## src/pkg/xcvr_port_pkg.sv

```systemverilog
// Package with the variant codes, transmit symbols and reset values of the transceiver serial port.
package xcvr_port_pkg;

  // Interface variants selectable by the static configuration input.
  typedef enum logic [1:0]
  {
    DATA_ZERO_BIDIR = 2'h0,
    DATA_ZERO_UNIDIR = 2'h1,
    LINE_LEVEL_BIDIR = 2'h2,
    LINE_LEVEL_UNIDIR = 2'h3
  } variant_t;

  // Line symbols the controller asks to transmit.
  typedef enum logic [1:0]
  {
    SYM_J = 2'h0,
    SYM_K = 2'h1,
    SYM_ZERO = 2'h2
  } tx_symbol_t;

  localparam logic [1:0] VARIANT_RESET = 2'h1;
  localparam int BUF_DEPTH = 2;
  localparam int SYNC_STAGES = 2;

endpackage : xcvr_port_pkg

```

## src/verilog/xcvr_serial_port.sv

```systemverilog
// Pin-level serial port between the link controller and an external full-speed transceiver.
//
// Functional notes
// - Transmit enable output is low while transmitting, high while receiving, in every variant.
// - Data-zero unidirectional: transmit data appears on the data pin while enable is low.
// - Data-zero unidirectional: zero pin requests single-ended zero while enable is low.
// - Line-level bidirectional: shared plus pin is driven out when low, received when high.
// - Line-level bidirectional: shared minus pin is driven out when low, received when high.
// - Line-level unidirectional: device drives plus level while enable is low.
// - Line-level unidirectional: device drives minus level while enable is low.
// - Four variants: data-zero three or six wires, line-level four or six wires.
// - Data-zero three-wire: zero pin carries request out, received zero indication in.
`timescale 1ns/1ps
`default_nettype none

module xcvr_serial_port
  import xcvr_port_pkg::*;
(
  // Clock and reset.
  input wire logic sys_clk,
  input wire logic sys_rst,
  // Static configuration.
  input wire logic [1:0] variant_sel,
  // Transmit stream from the controller.
  input wire logic tx_valid,
  output logic tx_ready,
  input wire logic [1:0] tx_symbol,
  input wire logic tx_last,
  // Receive state to the controller.
  output logic rx_plus,
  output logic rx_minus,
  output logic rx_diff,
  output logic rx_zero,
  output logic [1:0] variant_active,
  output logic tx_busy,
  // Transceiver pins; enables are low while the device drives.
  output logic xcvr_tx_enable_n,
  input wire logic xcvr_data_plus_pin_in,
  output logic xcvr_data_plus_pin_out,
  output logic xcvr_data_plus_pin_oe_n,
  input wire logic xcvr_zero_minus_pin_in,
  output logic xcvr_zero_minus_pin_out,
  output logic xcvr_zero_minus_pin_oe_n,
  input wire logic xcvr_rx_plus_in,
  input wire logic xcvr_rx_minus_in,
  input wire logic xcvr_rx_diff_in
);
  import xcvr_port_pkg::*;

  logic [1:0] buf_sym_q [BUF_DEPTH];
  logic buf_last_q [BUF_DEPTH];
  logic [1:0] buf_cnt_q;
  logic buf_pop;
  logic [1:0] variant_q;
  logic active_q;
  logic plus_q;
  logic minus_q;
  logic [4:0] sync1_q;
  logic [4:0] sync2_q;
  logic [4:0] pins_raw;

  // Variant tests used in several places.
  function automatic logic is_line_level(input logic [1:0] v);
    is_line_level = (v == LINE_LEVEL_BIDIR) || (v == LINE_LEVEL_UNIDIR);
  endfunction : is_line_level

  function automatic logic is_bidir(input logic [1:0] v);
    is_bidir = (v == DATA_ZERO_BIDIR) || (v == LINE_LEVEL_BIDIR);
  endfunction : is_bidir

  // Two-entry buffer: the head entry is consumed one symbol per clock while transmitting.
  assign tx_ready = (buf_cnt_q != 2'(BUF_DEPTH));
  assign buf_pop = (buf_cnt_q != 2'h0);

  always_ff @(posedge sys_clk)
  begin
    if (sys_rst)
    begin
      buf_cnt_q <= 2'h0;
      buf_sym_q[0] <= 2'h0;
      buf_sym_q[1] <= 2'h0;
      buf_last_q[0] <= 1'b0;
      buf_last_q[1] <= 1'b0;
    end
    else
    begin
      if (buf_pop)
      begin
        buf_sym_q[0] <= buf_sym_q[1];
        buf_last_q[0] <= buf_last_q[1];
      end
      if (tx_valid && tx_ready)
      begin
        if (buf_cnt_q == 2'h0 || (buf_cnt_q == 2'h1 && buf_pop))
        begin
          buf_sym_q[0] <= tx_symbol;
          buf_last_q[0] <= tx_last;
        end
        else
        begin
          buf_sym_q[1] <= tx_symbol;
          buf_last_q[1] <= tx_last;
        end
      end
      buf_cnt_q <= 2'(buf_cnt_q + 2'(tx_valid && tx_ready) - 2'(buf_pop));
    end
  end

  // Transmit phase: starts with the first symbol, ends after the symbol marked last or as soon as no symbol is popped.
  always_ff @(posedge sys_clk)
  begin
    if (sys_rst)
    begin
      active_q <= 1'b0;
      plus_q <= 1'b1;
      minus_q <= 1'b0;
    end
    else if (buf_pop)
    begin
      active_q <= !buf_last_q[0];
      // Line-level variants encode zero as both lines low; data-zero drives data high.
      plus_q <= (buf_sym_q[0] == SYM_J) || (buf_sym_q[0] == SYM_ZERO && !is_line_level(variant_q));
      minus_q <= (buf_sym_q[0] == SYM_K) || (buf_sym_q[0] == SYM_ZERO && !is_line_level(variant_q));
    end
    else
    begin
      active_q <= 1'b0;
    end
  end

  // Enable low exactly while a symbol is on the pins.
  logic txing_q;
  logic zero_q;
  logic [SYNC_STAGES-1:0] txing_hist_q;
  always_ff @(posedge sys_clk)
  begin
    if (sys_rst)
    begin
      txing_q <= 1'b0;
      zero_q <= 1'b0;
      txing_hist_q <= {SYNC_STAGES{1'b0}};
    end
    else
    begin
      txing_q <= buf_pop;
      txing_hist_q <= {txing_hist_q[SYNC_STAGES-2:0], txing_q};
      zero_q <= buf_pop && (buf_sym_q[0] == SYM_ZERO);
    end
  end

  assign tx_busy = txing_q || active_q || buf_pop;

  // Variant is latched only while idle and the enable is high.
  always_ff @(posedge sys_clk)
  begin
    if (sys_rst)
    begin
      variant_q <= VARIANT_RESET;
    end
    else if (!tx_busy && !tx_valid)
    begin
      variant_q <= variant_sel;
    end
  end

  assign variant_active = variant_q;

  // Pin drive: data-zero puts data and zero request out, line-level puts plus and minus out.
  always_comb
  begin
    xcvr_tx_enable_n = !txing_q;
    if (is_line_level(variant_q))
    begin
      xcvr_data_plus_pin_out = plus_q;
      xcvr_zero_minus_pin_out = minus_q;
    end
    else
    begin
      xcvr_data_plus_pin_out = plus_q;
      xcvr_zero_minus_pin_out = zero_q;
    end
    // Shared pins turn round in bidirectional variants; dedicated outputs always drive.
    if (is_bidir(variant_q))
    begin
      xcvr_data_plus_pin_oe_n = !txing_q;
      xcvr_zero_minus_pin_oe_n = !txing_q;
    end
    else
    begin
      xcvr_data_plus_pin_oe_n = 1'b0;
      xcvr_zero_minus_pin_oe_n = 1'b0;
    end
  end

  // Two-flop synchronisers on every pin input.
  assign pins_raw = {xcvr_rx_diff_in, xcvr_rx_minus_in, xcvr_rx_plus_in,
                     xcvr_zero_minus_pin_in, xcvr_data_plus_pin_in};

  always_ff @(posedge sys_clk)
  begin
    if (sys_rst)
    begin
      sync1_q <= 5'h00;
      sync2_q <= 5'h00;
    end
    else
    begin
      sync1_q <= pins_raw;
      sync2_q <= sync1_q;
    end
  end

  // Receive decode per variant, updated only once the synchronisers hold samples taken with the enable high.
  always_ff @(posedge sys_clk)
  begin
    if (sys_rst)
    begin
      rx_plus <= 1'b0;
      rx_minus <= 1'b0;
      rx_diff <= 1'b0;
      rx_zero <= 1'b0;
    end
    else if (!txing_q && txing_hist_q == {SYNC_STAGES{1'b0}}) // Skips echoes of our own transmit phase.
    begin
      case (variant_q)
        DATA_ZERO_BIDIR:
        begin
          rx_diff <= sync2_q[0];
          rx_zero <= sync2_q[1];
          rx_plus <= 1'b0;
          rx_minus <= 1'b0;
        end
        DATA_ZERO_UNIDIR:
        begin
          rx_plus <= sync2_q[2];
          rx_minus <= sync2_q[3];
          rx_diff <= sync2_q[4];
          rx_zero <= !sync2_q[2] && !sync2_q[3];
        end
        LINE_LEVEL_BIDIR:
        begin
          rx_plus <= sync2_q[0];
          rx_minus <= sync2_q[1];
          rx_diff <= sync2_q[4];
          rx_zero <= !sync2_q[0] && !sync2_q[1];
        end
        default:
        begin
          rx_plus <= sync2_q[2];
          rx_minus <= sync2_q[3];
          rx_diff <= sync2_q[4];
          rx_zero <= !sync2_q[2] && !sync2_q[3];
        end
      endcase
    end
  end
endmodule : xcvr_serial_port

`default_nettype wire

```

## config.mk

```make
export PLATFORM = sky130hd
export DESIGN_NAME = xcvr_serial_port
export DESIGN_NICKNAME = d
export VERILOG_FILES = /design/src/pkg/xcvr_port_pkg.sv /design/src/verilog/xcvr_serial_port.sv
export SDC_FILE = /design/constraint.sdc
export NUM_CORES = 1
export LEC_CHECK = 0
export BUFFER_PORTS_ARGS = -buffer_cell sky130_fd_sc_hd__buf_4
export CAP_MARGIN = 20
export CORE_MARGIN = 1
export CORE_UTILIZATION = 45
export DETAILED_ROUTE_END_ITERATION = 8
export PLACE_DENSITY = 0.72
export SYNTH_ARGS = -nofsm -noshare
export SYNTH_HDL_FRONTEND = slang
export SYNTH_SLANG_ARGS = --single-unit
```

## constraint.sdc

```tcl
create_clock -name sys_clk -period 1.1 [get_ports sys_clk]
set_input_delay 0.055 -clock sys_clk [delete_from_list [all_inputs] [get_ports sys_clk]]
set_output_delay 0.055 -clock sys_clk [all_outputs]
set_load 0.1 [all_outputs]
```

==> metrics.txt <==
# TYPE chip_impl_metric gauge
chip_impl_info{name="result_of_the_run",value="complete, but fails checks"} 1
chip_impl_info{name="violated_checks",value="setup timing"} 1
chip_impl_metric{name="clkTransAtPathRegs",unit="ns"} 0.09
chip_impl_metric{name="rows",unit=""} 18
chip_impl_metric{name="antenna_cells",unit=""} 0
chip_impl_metric{name="irDropWorstVdd",unit="mV"} 1.352
chip_impl_metric{name="seq_power_share",unit="%"} 50.8
chip_impl_metric{name="netlist_instances",unit=""} 113
chip_impl_metric{name="floorplan.initialDensity",unit="%"} 47.45
chip_impl_metric{name="ys_types",unit=""} 28
chip_impl_metric{name="pwr_density_cell",unit="nW/um2"} 1306
chip_impl_info{name="path_cells",value="mux2_4 > buf_12"} 1
chip_impl_metric{name="postLayoutCellArea",unit="um2"} 1893
chip_impl_metric{name="synth_largest_type_area_fraction",unit="%"} 42.96
chip_impl_metric{name="net-switching-power",unit="W"} 0.0007653
chip_impl_metric{name="clock.fmax",unit="GHz"} 0.8219
chip_impl_metric{name="max_stage_delay",unit="ns"} 0.36
chip_impl_metric{name="power_report.internal_total",unit="W"} 0.001708
chip_impl_metric{name="vias_per_cell",unit=""} 4.918
chip_impl_metric{name="fp.dieArea",unit="um2"} 2796
chip_impl_metric{name="gp_routability_congestion",unit=""} 0.7310
chip_impl_metric{name="dr.first_iter.drc_count",unit=""} 8
chip_impl_metric{name="timing.final.max_slew_violations",unit=""} 0
chip_impl_metric{name="required",unit="ns"} 1.04
chip_impl_info{name="cts_root_buf",value="sky130_fd_sc_hd__clkbuf_4"} 1
chip_impl_metric{name="clock_h_tree_levels",unit=""} 2
chip_impl_metric{name="dpl_cell_area",unit="um2"} 1458
chip_impl_metric{name="grt_antenna_before_repair",unit=""} 0
chip_impl_metric{name="first_global_vias",unit=""} 946
chip_impl_info{name="synth_top_cell_by_area",value="sky130_fd_sc_hd__dfxtp_1"} 1
chip_impl_metric{name="clock_path_buffers",unit=""} 2
chip_impl_metric{name="setup_viol_count_final",unit=""} 17
chip_impl_metric{name="crit_path_time_final",unit="ns"} 1.217
chip_impl_metric{name="area_delta_synth_final",unit="%"} 62.51
chip_impl_metric{name="synthesis.area_per_instance",unit="um2"} 10.31
chip_impl_metric{name="worst_skew_late_latency",unit="ns"} 0.33
chip_impl_metric{name="numCtsBuffers",unit=""} 5
chip_impl_metric{name="grt_max_degree",unit=""} 22
chip_impl_metric{name="track_usage",unit="%"} 21.51
chip_impl_metric{name="worst-slew-pin-transition",unit="ns"} 0.3103
chip_impl_metric{name="dp.cells",unit=""} 170
chip_impl_metric{name="route.antenna.remaining_nets",unit=""} 0
chip_impl_metric{name="chipWidth",unit="um"} 52.88
chip_impl_metric{name="detailedPlacementHpwl",unit="um"} 1560
chip_impl_metric{name="worst-endpoint-arrival",unit="ns"} 1.16
chip_impl_metric{name="fin_crit_sh",unit="%"} 110.6
chip_impl_info{name="netlist_top_cells_area",value="sky130_fd_sc_hd__dfxtp_1, sky130_fd_sc_hd__edfxtp_1, sky130_fd_sc_hd__nor2b_1, sky130_fd_sc_hd__nor2_1, sky130_fd_sc_hd__nand2_1"} 1
chip_impl_metric{name="final_nets",unit=""} 178
chip_impl_metric{name="max_cap_violations",unit=""} 0
chip_impl_metric{name="crit_path_max_fanout",unit=""} 2
chip_impl_metric{name="post-route-drc-count",unit=""} 0
chip_impl_metric{name="placeableCoreArea",unit="um2"} 2455
chip_impl_metric{name="boundaryPins",unit=""} 26
chip_impl_info{name="rsz0062_at_grt",value="true"} 1
chip_impl_metric{name="clock_power_share",unit="%"} 24.9
chip_impl_metric{name="synth_warnings",unit=""} 0
chip_impl_metric{name="post_drt_wl_per_cell",unit="um"} 13.46
chip_impl_metric{name="netSwitchingFraction",unit="%"} 30.95
chip_impl_info{name="crit_path_start_kind",value="flip-flop"} 1
chip_impl_metric{name="share_comb_of_total_power",unit="%"} 24.3
chip_impl_info{name="clock_tree_from_tritoncts",value="built"} 1
chip_impl_info{name="post_synth_most_frequent_cells",value="sky130_fd_sc_hd__dfxtp_1, sky130_fd_sc_hd__nor2_1, sky130_fd_sc_hd__nor2b_1, sky130_fd_sc_hd__nand2_1, sky130_fd_sc_hd__edfxtp_1"} 1
chip_impl_metric{name="globalRouteOverflowTotal",unit=""} 0
chip_impl_metric{name="synth_async_sr_flop_share",unit="%"} 0
chip_impl_info{name="critical_path_class",value="flip-flop to output pin"} 1
chip_impl_info{name="setup.worst_path.end_class",value="output pin"} 1
chip_impl_info{name="hold_class",value="input port to flip-flop"} 1
chip_impl_metric{name="synth_enable_flop_cells",unit=""} 6
chip_impl_metric{name="power_leakage",unit="nW"} 0.7773
chip_impl_metric{name="path_buf_inv",unit=""} 1
chip_impl_info{name="path_delay_family",value="flip-flops"} 1
chip_impl_metric{name="synthesis.area",unit="um2"} 1165
chip_impl_metric{name="slew_headroom",unit="%"} 79.24
chip_impl_metric{name="dr_total_vias",unit=""} 964
chip_impl_metric{name="synth_nets",unit=""} 126
chip_impl_metric{name="firstDrtPassIters",unit=""} 3
chip_impl_metric{name="hold_violations",unit=""} 0
chip_impl_metric{name="die_y",unit="um"} 52.88
chip_impl_metric{name="grt_pass1_wl",unit="um"} 4071
chip_impl_info{name="yosysMostFrequentCell",value="sky130_fd_sc_hd__dfxtp_1"} 1
chip_impl_metric{name="synth_seq_cells",unit=""} 31
chip_impl_info{name="synth-main-ff-cell",value="sky130_fd_sc_hd__dfxtp_1"} 1
chip_impl_metric{name="layout-drive-gt1-share",unit="%"} 53.01
chip_impl_metric{name="io_buffers",unit=""} 25
chip_impl_metric{name="drt_wl_total",unit="um"} 2638
chip_impl_metric{name="cts_sinks",unit=""} 31
chip_impl_metric{name="fin_cells",unit=""} 196
chip_impl_metric{name="dp_worst_setup_slack",unit="ns"} -0.04121
chip_impl_info{name="worst_path_max_delay_cell",value="sky130_fd_sc_hd__dfxtp_4"} 1
chip_impl_metric{name="clock-skew-final",unit="ns"} 0.006807
chip_impl_metric{name="final_critical_path_setup_slack",unit="ns"} -0.1166
chip_impl_metric{name="synth.yosys.seq_area_share",unit="%"} 58.43
-- flip-flops by register name, indices dropped and copies added, names as in the netlist, 2 cells and up --
name,cells
sync1_q,5
sync2_q,5
buf_sym_q,4
buf_cnt_q,2
buf_last_q,2
txing_hist_q,2
variant_active,2
-- per-stage QoR --
| step | util (%) | TNS [ns] | total power, W | hold WS, ns |
|---|---|---|---|---|
| after CTS | 73.50 | -1.026 | 0.002455 | 0.004074 |
| after global routing | 77.12 | -2.006 | 0.002601 | 0.003285 |
| after floorplan | - | -0.5039 | 0.001623 | 0.1832 |
| after global placement | 59.38 | 0 | 0.001731 | 0.2651 |
| final | 77.12 | -1.037 | 0.002473 | 0.02874 |
| after detailed placement | 59.38 | -0.2687 | 0.001742 | 0.2747 |
-- path summary, 6_finish.rpt --
kind | start | to | slack, ns | depth (start not counted)
worst min-delay path | tx_last | buf_last_q[0][1] | 0.03 | 2
worst min register to register | buf_last_q[0][0] | active_q | 0.42 | 1
worst max register to register | buf_cnt_q[1] | buf_sym_q[0][1] | -0.10 | 3
worst max-delay path | variant_active[1] | xcvr_zero_minus_pin_out | -0.12 | 2
-- cell type report --
| cell class | count | area [um2] |
|---|---|---|
| flip-flops and latches | 31 | 700.7 |
| multi-input cells | 75 | 569.3 |
| fillers | 163 | 561.8 |
| repair buffers | 50 | 524.3 |
| clock buffers | 7 | 45.04 |
| well taps | 30 | 37.54 |
| inverters | 2 | 11.26 |
| clock inverters | 1 | 5.005 |
-- repair_timing --
action | 4_1_cts | 5_1_grt
gates resized for setup | 44 | 20
pin swaps | 11 | 14
setup endpoints to repair | 20 | 28
buffers inserted | 9 | 1
endpoints found under the hold margin | 7 | 1
hold buffers | 7 | 1
-- routing by layer --
layer  GRT usage (%)  up-vias  part of all wire [%]
li1                -      484                     -
met1           22.02      450                    39
met2           37.97       26                    56
met3           8.908        4                   4.4
met4           9.211        0                  0.80
met5               0        -                     0
-- power groups by stage --
| stage | Sequential [W] | Clock, W | Combinational [W] |
|---|---|---|---|
| after floorplan | 0.00142 | 0 | 0.000204 |
| after global placement | 0.00128 | 0 | 0.000451 |
| after detailed placement | 0.00129 | 0 | 0.000457 |
| after CTS | 0.00125 | 0.000638 | 0.000564 |
| after global routing | 0.00126 | 0.000707 | 0.000630 |
| final | 0.00126 | 0.000616 | 0.000600 |
-- layout by cell type (no fill, tap or decap), types with 3 or more instances in the layout --
cell | netlist | layout
sky130_fd_sc_hd__a21oi_2 | 0 | 3
sky130_fd_sc_hd__buf_12 | 0 | 7
sky130_fd_sc_hd__buf_4 | 1 | 25
sky130_fd_sc_hd__buf_6 | 0 | 9
sky130_fd_sc_hd__clkbuf_4 | 0 | 5
sky130_fd_sc_hd__dfxtp_1 | 25 | 15
sky130_fd_sc_hd__dfxtp_2 | 0 | 7
sky130_fd_sc_hd__dfxtp_4 | 0 | 3
sky130_fd_sc_hd__dlygate4sd3_1 | 0 | 8
sky130_fd_sc_hd__edfxtp_1 | 6 | 6
sky130_fd_sc_hd__nand2_1 | 7 | 4
sky130_fd_sc_hd__nand2_2 | 0 | 3
sky130_fd_sc_hd__nor2_1 | 15 | 12
sky130_fd_sc_hd__nor2b_1 | 14 | 12
sky130_fd_sc_hd__nor3_1 | 4 | 3
sky130_fd_sc_hd__o21ai_2 | 0 | 3
-- kinds of logic (layout without fill, tap and decap cells) --
| kind of cell | count (synthesis) | count (layout) | synth area share (%) |
|---|---|---|---|
| compound gates | 18 | 18 | 10.20 |
| buf+inv | 7 | 60 | 2.685 |
| mux | 3 | 3 | 2.685 |
| simple gates | 54 | 54 | 25.99 |
| flops | 31 | 31 | 58.43 |
No activity file was read; power rests on OpenSTA's default activity.
